**config.mk**
```make
export PLATFORM = sky130hd
export DESIGN_NAME = tmc_timer
export DESIGN_NICKNAME = d
export VERILOG_FILES = /design/src/rtl/tmc_pkg.sv /design/src/rtl/tmc_timer.sv
export VERILOG_INCLUDE_DIRS = /design/src /design/src/rtl
export SDC_FILE = /design/constraint.sdc
export NUM_CORES = 1
export LEC_CHECK = 0
export BUFFER_PORTS_ARGS = -buffer_cell sky130_fd_sc_hd__buf_2
export CORE_MARGIN = 2
export CORE_UTILIZATION = 30
export CTS_BUF_LIST = sky130_fd_sc_hd__clkbuf_8
export CTS_CLUSTER_DIAMETER = 200
export CTS_CLUSTER_SIZE = 30
export DETAILED_ROUTE_END_ITERATION = 8
export SYNTH_ARGS = -nofsm -noshare
export SYNTH_HDL_FRONTEND = slang
export SYNTH_SLANG_ARGS = --single-unit
```
**constraint.sdc**
```tcl
create_clock -name ref_clk -period 2.7 [get_ports ref_clk]
set_input_delay 0.135 -clock ref_clk [delete_from_list [all_inputs] [get_ports ref_clk]]
set_output_delay 0.135 -clock ref_clk [all_outputs]
set_load 0.02 [all_outputs]
```
**src/rtl/tmc_map.svh**
```systemverilog
`ifndef TMC_MAP_SVH
`define TMC_MAP_SVH

// Register indexes; byte address is four times the index
`define TMC_IDX_CONTROL      5'h05
`define TMC_IDX_INTERRUPT_STATUS_ENABLE       5'h07
`define TMC_IDX_COUNT_LOW    5'h0b
`define TMC_IDX_COUNT_HIGH   5'h0c
`define TMC_IDX_EVT_STATUS   5'h10
`define TMC_IDX_EVT_CLEAR    5'h11
`define TMC_IDX_EVT_ENABLE   5'h12

// Control register fields
`define TMC_CTRL_IRQ_EDGE    7
`define TMC_CTRL_CLK_EDGE    6
`define TMC_CTRL_SRC         5
`define TMC_CTRL_PS_MSB      4
`define TMC_CTRL_PS_LSB      1

// Interrupt status/enable fields
`define TMC_INT_PERIPH       7
`define TMC_INT_FLAG_LSB     4

// Reset values
`define TMC_CTRL_RESET       7'h00
`define TMC_ENABLE_RESET     4'h0
`define TMC_EVT_EN_RESET     3'h0
`define TMC_COUNT_RESET      16'h0000
`define TMC_PRESC_RESET      8'h00

// Counting constants
`define TMC_COUNT_MAX        16'hffff
`define TMC_PRESCALE_MAX     8'hff
`define TMC_Q_LAST           2'h3

`endif

```
**src/rtl/tmc_pkg.sv**
```systemverilog
package tmc_pkg;

  typedef enum logic [1:0] {
    TMC_BUS_IDLE   = 2'b01,
    TMC_BUS_ANSWER = 2'b10
  } tmc_bus_state_t;

  typedef logic [7:0] tmc_byte_t;

endpackage

```
**src/rtl/tmc_timer.sv**
```systemverilog
// Chosen here: the Avalon-MM slave port.
`timescale 1ns/1ns
`include "tmc_map.svh"

module tmc_timer
  import tmc_pkg::*;
(
  input  wire logic        ref_clk,
  input  wire logic        resetn,
  input  wire logic        clk_en,
  input  wire logic [6:0]  avs_address,
  input  wire logic        avs_read,
  input  wire logic        avs_write,
  input  wire logic [31:0] avs_writedata,
  input  wire logic [3:0]  avs_byteenable,
  output logic      [31:0] avs_readdata,
  output logic             avs_waitrequest,
  input  wire logic        ext_clock_pin,
  input  wire logic        ext_irq_pin,
  input  wire logic        master_clear_pin_n,
  input  wire logic        wdt_reset,
  input  wire logic        sleep_mode,
  input  wire logic        peripheral_irq_flag,
  output logic             irq,
  output logic             wake_request
);

  tmc_bus_state_t bus_state;
  tmc_byte_t      rd_byte;
  logic [4:0]     idx;
  logic           bus_wr;
  logic [6:0]     timer_control;
  logic [3:0]     int_enable;
  logic [2:0]     flags;
  logic [2:0]     evt_enable;
  logic [2:0]     flag_set;
  logic [15:0]    count_value;
  logic [7:0]     prescaler;
  logic [7:0]     pre_last_val;
  logic [1:0]     q_phase;
  logic           q_tick;
  logic           clk_s1;
  logic           clk_s2;
  logic           clk_prev;
  logic           irq_s1;
  logic           irq_s2;
  logic           irq_prev;
  logic           master_clear_pin_s1;
  logic           master_clear_pin_s2;
  logic           other_reset;
  logic           ext_clk_edge;
  logic           ext_irq_edge;
  logic           src_tick;
  logic           pre_last;
  logic           count_step;
  logic           cnt_wr;
  logic           ovf_event;
  logic           ext_irq_edge_select;
  logic           ext_clock_edge_select;
  logic           clock_source_select;
  logic [3:0]     prescale_select;

  assign ext_irq_edge_select   = timer_control[`TMC_CTRL_IRQ_EDGE - 1];
  assign ext_clock_edge_select = timer_control[`TMC_CTRL_CLK_EDGE - 1];
  assign clock_source_select   = timer_control[`TMC_CTRL_SRC - 1];
  assign prescale_select       = timer_control[`TMC_CTRL_PS_MSB - 1:`TMC_CTRL_PS_LSB - 1];

  // Pin synchronisers; third stage only for edge detection
  always_ff @(posedge ref_clk or negedge resetn) begin
    if (!resetn) begin
      clk_s1   <= 1'b0;
      clk_s2   <= 1'b0;
      clk_prev <= 1'b0;
      irq_s1   <= 1'b0;
      irq_s2   <= 1'b0;
      irq_prev <= 1'b0;
      master_clear_pin_s1  <= 1'b1;
      master_clear_pin_s2  <= 1'b1;
    end else if (clk_en) begin
      clk_s1   <= ext_clock_pin;
      clk_s2   <= clk_s1;
      clk_prev <= clk_s2;
      irq_s1   <= ext_irq_pin;
      irq_s2   <= irq_s1;
      irq_prev <= irq_s2;
      master_clear_pin_s1  <= master_clear_pin_n;
      master_clear_pin_s2  <= master_clear_pin_s1;
    end
  end

  assign other_reset = !master_clear_pin_s2 || wdt_reset;

  assign ext_clk_edge = ext_clock_edge_select ? (clk_s2 && !clk_prev) : (!clk_s2 && clk_prev);
  assign ext_irq_edge = ext_irq_edge_select ? (irq_s2 && !irq_prev) : (!irq_s2 && irq_prev);

  // Quarter-cycle phase, one instruction tick per four clocks
  always_ff @(posedge ref_clk or negedge resetn) begin
    if (!resetn) begin
      q_phase <= 2'h0;
    end else if (clk_en && !sleep_mode) begin
      q_phase <= q_phase + 2'h1;
    end
  end

  assign q_tick = (q_phase == `TMC_Q_LAST) && !sleep_mode;

  assign src_tick = clock_source_select ? q_tick : ext_clk_edge;

  always_comb begin
    if (prescale_select[3]) begin
      pre_last_val = `TMC_PRESCALE_MAX;
    end else begin
      pre_last_val = (8'h01 << prescale_select[2:0]) - 8'h01;
    end
  end

  assign pre_last   = prescaler == pre_last_val;
  assign count_step = src_tick && pre_last;
  assign idx        = avs_address[6:2];
  assign bus_wr     = (bus_state == TMC_BUS_ANSWER) && avs_write && clk_en && avs_byteenable[0];
  assign cnt_wr     = bus_wr && (idx == `TMC_IDX_COUNT_LOW || idx == `TMC_IDX_COUNT_HIGH);

  always_ff @(posedge ref_clk or negedge resetn) begin
    if (!resetn) begin
      prescaler <= `TMC_PRESC_RESET;
    end else if (clk_en) begin
      if (other_reset || cnt_wr) begin
        prescaler <= `TMC_PRESC_RESET;
      end else if (src_tick) begin
        prescaler <= pre_last ? `TMC_PRESC_RESET : prescaler + 8'h01;
      end
    end
  end

  // byte-writable count; write beats the increment
  always_ff @(posedge ref_clk or negedge resetn) begin
    if (!resetn) begin
      count_value <= `TMC_COUNT_RESET;
    end else if (clk_en) begin
      if (other_reset) begin
        count_value <= count_value;
      end else if (cnt_wr && idx == `TMC_IDX_COUNT_LOW) begin
        count_value[7:0] <= avs_writedata[7:0];
      end else if (cnt_wr) begin
        count_value[15:8] <= avs_writedata[7:0];
      end else if (count_step) begin
        count_value <= count_value + 16'h0001;
      end
    end
  end

  assign ovf_event = count_step && !cnt_wr && (count_value == `TMC_COUNT_MAX);

  // edge flag set; no tick-based flag in sleep
  assign flag_set = {ext_clk_edge, ovf_event, ext_irq_edge};

  always_ff @(posedge ref_clk or negedge resetn) begin
    if (!resetn) begin
      timer_control <= `TMC_CTRL_RESET;
    end else if (clk_en) begin
      if (other_reset) begin
        timer_control <= `TMC_CTRL_RESET;
      end else if (bus_wr && idx == `TMC_IDX_CONTROL) begin
        timer_control <= avs_writedata[7:1];
      end
    end
  end

  always_ff @(posedge ref_clk or negedge resetn) begin
    if (!resetn) begin
      int_enable <= `TMC_ENABLE_RESET;
      evt_enable <= `TMC_EVT_EN_RESET;
    end else if (clk_en) begin
      if (other_reset) begin
        int_enable <= `TMC_ENABLE_RESET;
        evt_enable <= `TMC_EVT_EN_RESET;
      end else if (bus_wr && idx == `TMC_IDX_INTERRUPT_STATUS_ENABLE) begin
        int_enable <= avs_writedata[3:0];
      end else if (bus_wr && idx == `TMC_IDX_EVT_ENABLE) begin
        evt_enable <= avs_writedata[2:0];
      end
    end
  end

  // Sticky flags: set wins over bus clears; other reset wins over set
  for (genvar i = 0; i < 3; i++) begin : g_flag
    always_ff @(posedge ref_clk or negedge resetn) begin
      if (!resetn) begin
        flags[i] <= 1'b0;
      end else if (clk_en) begin
        if (other_reset) begin
          flags[i] <= 1'b0;
        end else if (flag_set[i]) begin
          flags[i] <= 1'b1;
        end else if (bus_wr && idx == `TMC_IDX_INTERRUPT_STATUS_ENABLE) begin
          flags[i] <= avs_writedata[`TMC_INT_FLAG_LSB + i];
        end else if (bus_wr && idx == `TMC_IDX_EVT_CLEAR && avs_writedata[i]) begin
          flags[i] <= 1'b0;
        end
      end
    end
  end

  assign irq = |(flags & evt_enable);

  assign wake_request = sleep_mode &&
    (|({peripheral_irq_flag, flags} & int_enable));

  // Read mux; unmapped reads as zero
  always_comb begin
    rd_byte = 8'h00;
    unique case (idx)
      `TMC_IDX_CONTROL:    rd_byte = {timer_control, 1'b0};
      `TMC_IDX_INTERRUPT_STATUS_ENABLE:     rd_byte = {peripheral_irq_flag, flags, int_enable};
      `TMC_IDX_COUNT_LOW:  rd_byte = count_value[7:0];
      `TMC_IDX_COUNT_HIGH: rd_byte = count_value[15:8];
      `TMC_IDX_EVT_STATUS: rd_byte = {5'h00, flags};
      `TMC_IDX_EVT_ENABLE: rd_byte = {5'h00, evt_enable};
      default:             rd_byte = 8'h00;
    endcase
  end

  // One wait cycle, then answer
  always_ff @(posedge ref_clk or negedge resetn) begin
    if (!resetn) begin
      bus_state <= TMC_BUS_IDLE;
    end else if (clk_en) begin
      unique case (bus_state)
        TMC_BUS_IDLE: begin
          if (avs_read || avs_write) begin
            bus_state <= TMC_BUS_ANSWER;
          end
        end
        TMC_BUS_ANSWER: begin
          bus_state <= TMC_BUS_IDLE;
        end
        default: begin
          bus_state <= TMC_BUS_IDLE;
        end
      endcase
    end
  end

  always_ff @(posedge ref_clk or negedge resetn) begin
    if (!resetn) begin
      avs_readdata <= 32'h0000_0000;
    end else if (clk_en && bus_state == TMC_BUS_IDLE && avs_read) begin
      avs_readdata <= {24'h00_0000, rd_byte};
    end
  end

  assign avs_waitrequest = !(bus_state == TMC_BUS_ANSWER && clk_en);
endmodule

```
==> metrics <==
Arr. time, crit path=3.00 ns; root buf cell=clkbuf_8; filler cell count=1400; Die Footprint=0.01478 mm2; number of synthesized flops with an enable pin=0; global-route wire length before repair=20.60 mm; worst setup margin=-0.04473 ns; gr usage total=18.05%; CTS tree=yes; placed instance area=0.004621 mm2; clock share of power=32.9%; IO Count=89; layout cells sized above 1=23.44%; critical path capture point type=flip-flop; DIE WIDTH=121.6 um; vias=4012; syn_area_per_cell=8.729 um2; Nets=599; IO buf count=35; Leak=2.154 nW; Layout area overhead=19.86%; synth top area cells=dfrtp_1, nand2_1, buf_4; Slew Viols, Final=0; Worst Hold Class=in2reg; Final Routed Wirelength=12.76 mm; post-route ant nets=0; dominant synthesized flop cell=dfrtp_1; FP Rows=42; Yosys top cell area share=35.00%; cts bufs inserted=9; violated checks=setup timing; fraction of the yosys area taken by sequential cells=36.90%; cell total after placement=697; H-tree Lvls=3; Final setup viols=7; sequential power share=47.3%; clock latency on the worst-skew pair=0.36 ns; Comb pwr share=19.8%; Max Cap Violations=0; internal power=1.505 mW; Post-Synthesis Cells=475; RSZ-0062 raised after global routing=true; Core Util, Final=37.23%; CP startpoint kind=flip-flop; initial antenna violation count=0; ys async rst share=100.0%; vias in the first global route=3766; power density over the cells=445.5 mW/mm2; Synth cell types=72; Synth area leader=dfrtp_1; clock slew at reported path FFs=0.07 ns; drc violations=0; Switching Fraction=31.99%; CP max FO=9; Final Critical Period=2.745 ns; drt initial violations=423; CP required=2.95 ns; n_diodes=0; Overflow after GRT=0; Final period util=101.7%; Fmax achieved=364.3 MHz; final hold viol count=0; Vias/cell=5.557; pin count of the biggest net entering global routing=32; Final Skew=0.01017 ns; DR WL/cell=17.67 um; VDD IR max=234.5 uV; post-DP HPWL=9.545 mm; status=complete, but fails checks; maximum root-to-sink buffer count=2; worst slew pin tran=1.013 ns; Sink Count=61; Yosys reg bits=61; type of the worst setup path=reg2reg; slew margin rel.=31.57%; Synth warnings=0; PnR Total Power=2.214 mW; Mapped Area=0.004146 mm2; Die H=121.6 um; Final Cell Area=0.004970 mm2; Placer Congestion=0.9815; Net Sw Power=0.7083 mW; First-pass DRT Iterations=6; total core area=0.01335 mm2; Initial Util=31.06%; non-filler cells, final=722
-- Yosys cell counts (4+ instances only) --
cell type,instances
clkbuf_1,8
nor3b_1,4
nor4_1,5
a22o_1,13
o211ai_1,8
buf_2,7
a211oi_1,7
dfrtp_1,58
inv_1,9
xnor2_1,5
a21oi_1,19
nor2b_1,7
a31oi_1,6
ha_1,4
o21a_1,4
nand2b_1,9
mux2_2,10
o21ai_0,13
a22oi_1,13
nand3_1,13
nand2_1,57
nand4_1,8
buf_4,25
or3_1,12
o21ai_1,17
and3b_1,4
and3_1,13
nand3b_1,7
mux2i_1,4
nor3_1,12
nor2_1,30
-- through the flow --
stage	TNS, ns	setup WS, ns	hold WS (ns)
CTS	-0.005622	-0.005622	0.05763
finish	-0.1942	-0.04473	0.07407
global placement	-0.05105	-0.02739	0.2202
detailed placement	-0.4217	-0.06880	0.2327
global route	-1.811	-0.1272	0.08242
floorplan	-0.01812	-0.01812	-0.1606
-- state kept, by name, indices dropped and copies added, names as in the netlist --
signal / cells
clk_prev: 1
avs_readdata: 8
prescaler: 8
int_enable: 4
evt_enable: 3
master_clear_pin_s1: 1
clk_s1: 1
flags: 3
irq_s2: 1
count_value: 16
clk_s2: 1
q_phase: 2
master_clear_pin_s2: 1
irq_prev: 1
bus_state: 2
irq_s1: 1
timer_control: 7
-- power groups by stage --
stage	Clock [mW]	Combinational, mW	Sequential [mW]
after CTS	0.757	0.436	1.05
after floorplan	0	0.300	1.05
after global placement	0	0.412	1.06
after global routing	0.800	0.489	1.06
final	0.728	0.439	1.05
after detailed placement	0	0.424	1.06
-- path summary, 6_finish.rpt --
check	start	end	slack [ns]	cells past startpoint
setup / recovery	timer_control[2]	count_value[15]	-0.04	9
hold / removal	avs_read	bus_state[0]	0.07	3
setup reg to reg	timer_control[2]	count_value[15]	-0.04	9
hold reg to reg	q_phase[0]	q_phase[0]	0.49	1
max in group asynchronous	resetn	avs_readdata[7]	1.57	3
min in group asynchronous	resetn	int_enable[2]	0.38	2
-- kinds of logic (layout without fill, tap and decap cells) --
kind of cell / Yosys count / after routing / share of synthesized area, %
simple gates: 200 / 200 / 25.77
compound gates: 138 / 138 / 23.93
flops: 61 / 61 / 36.90
buf+inv: 51 / 99 / 7.091
mux: 15 / 15 / 3.953
xor+xnor: 5 / 5 / 1.056
fa+ha+maj: 4 / 4 / 1.207
other cells: 1 / 24 / 0.09044
-- cell type report --
cell class	instances	area, um2	area share, %
inverters	10	37.54	0.7553
well taps	176	220.2	4.431
multi-input cells	386	2531	50.93
flip-flops and latches	61	1530	30.79
clock buffers	10	137.6	2.769
clock inverters	6	31.28	0.6294
repair buffers	73	481.7	9.693
-- metal layers --
layer | global-route usage, % | part of all wire (%)
met1 | 25.20 | 45
met2 | 26.62 | 45
met3 | 2.996 | 6.4
met4 | 9.914 | 3.9
met5 | 0 | 0
-- cell usage in the layout (no fill, tap or decap), types with 11 or more instances in the layout --
cell      n
dfrtp_1  58
nand2_1  57
buf_2    35
buf_4    31
nor2_1   30
conb_1   24
a21oi_1  18
o21ai_1  16
a22oi_1  13
a22o_1   13
and3_1   13
nand3_1  12
nor3_1   12
inv_1    11
-- critical path: stages, from the launching register on --
cell and delay [ns]:
dfrtp_1 0.39, or3b_4 0.41, ha_4 0.24, xnor2_1 0.12, or3_4 0.34, a221oi_4 0.34, o2111a_2 0.36, buf_6 0.16
nand4_1 0.07, and3_1 0.19
-- what timing repair did --
action,CTS,global route
setup buffers,1,4
endpoints found under the setup margin,16,25
pin swaps,2,6
hold buffers,4,0
endpoints found under the hold margin,29,0
resized for setup,5,19
Power figures use the tool's default switching activity.
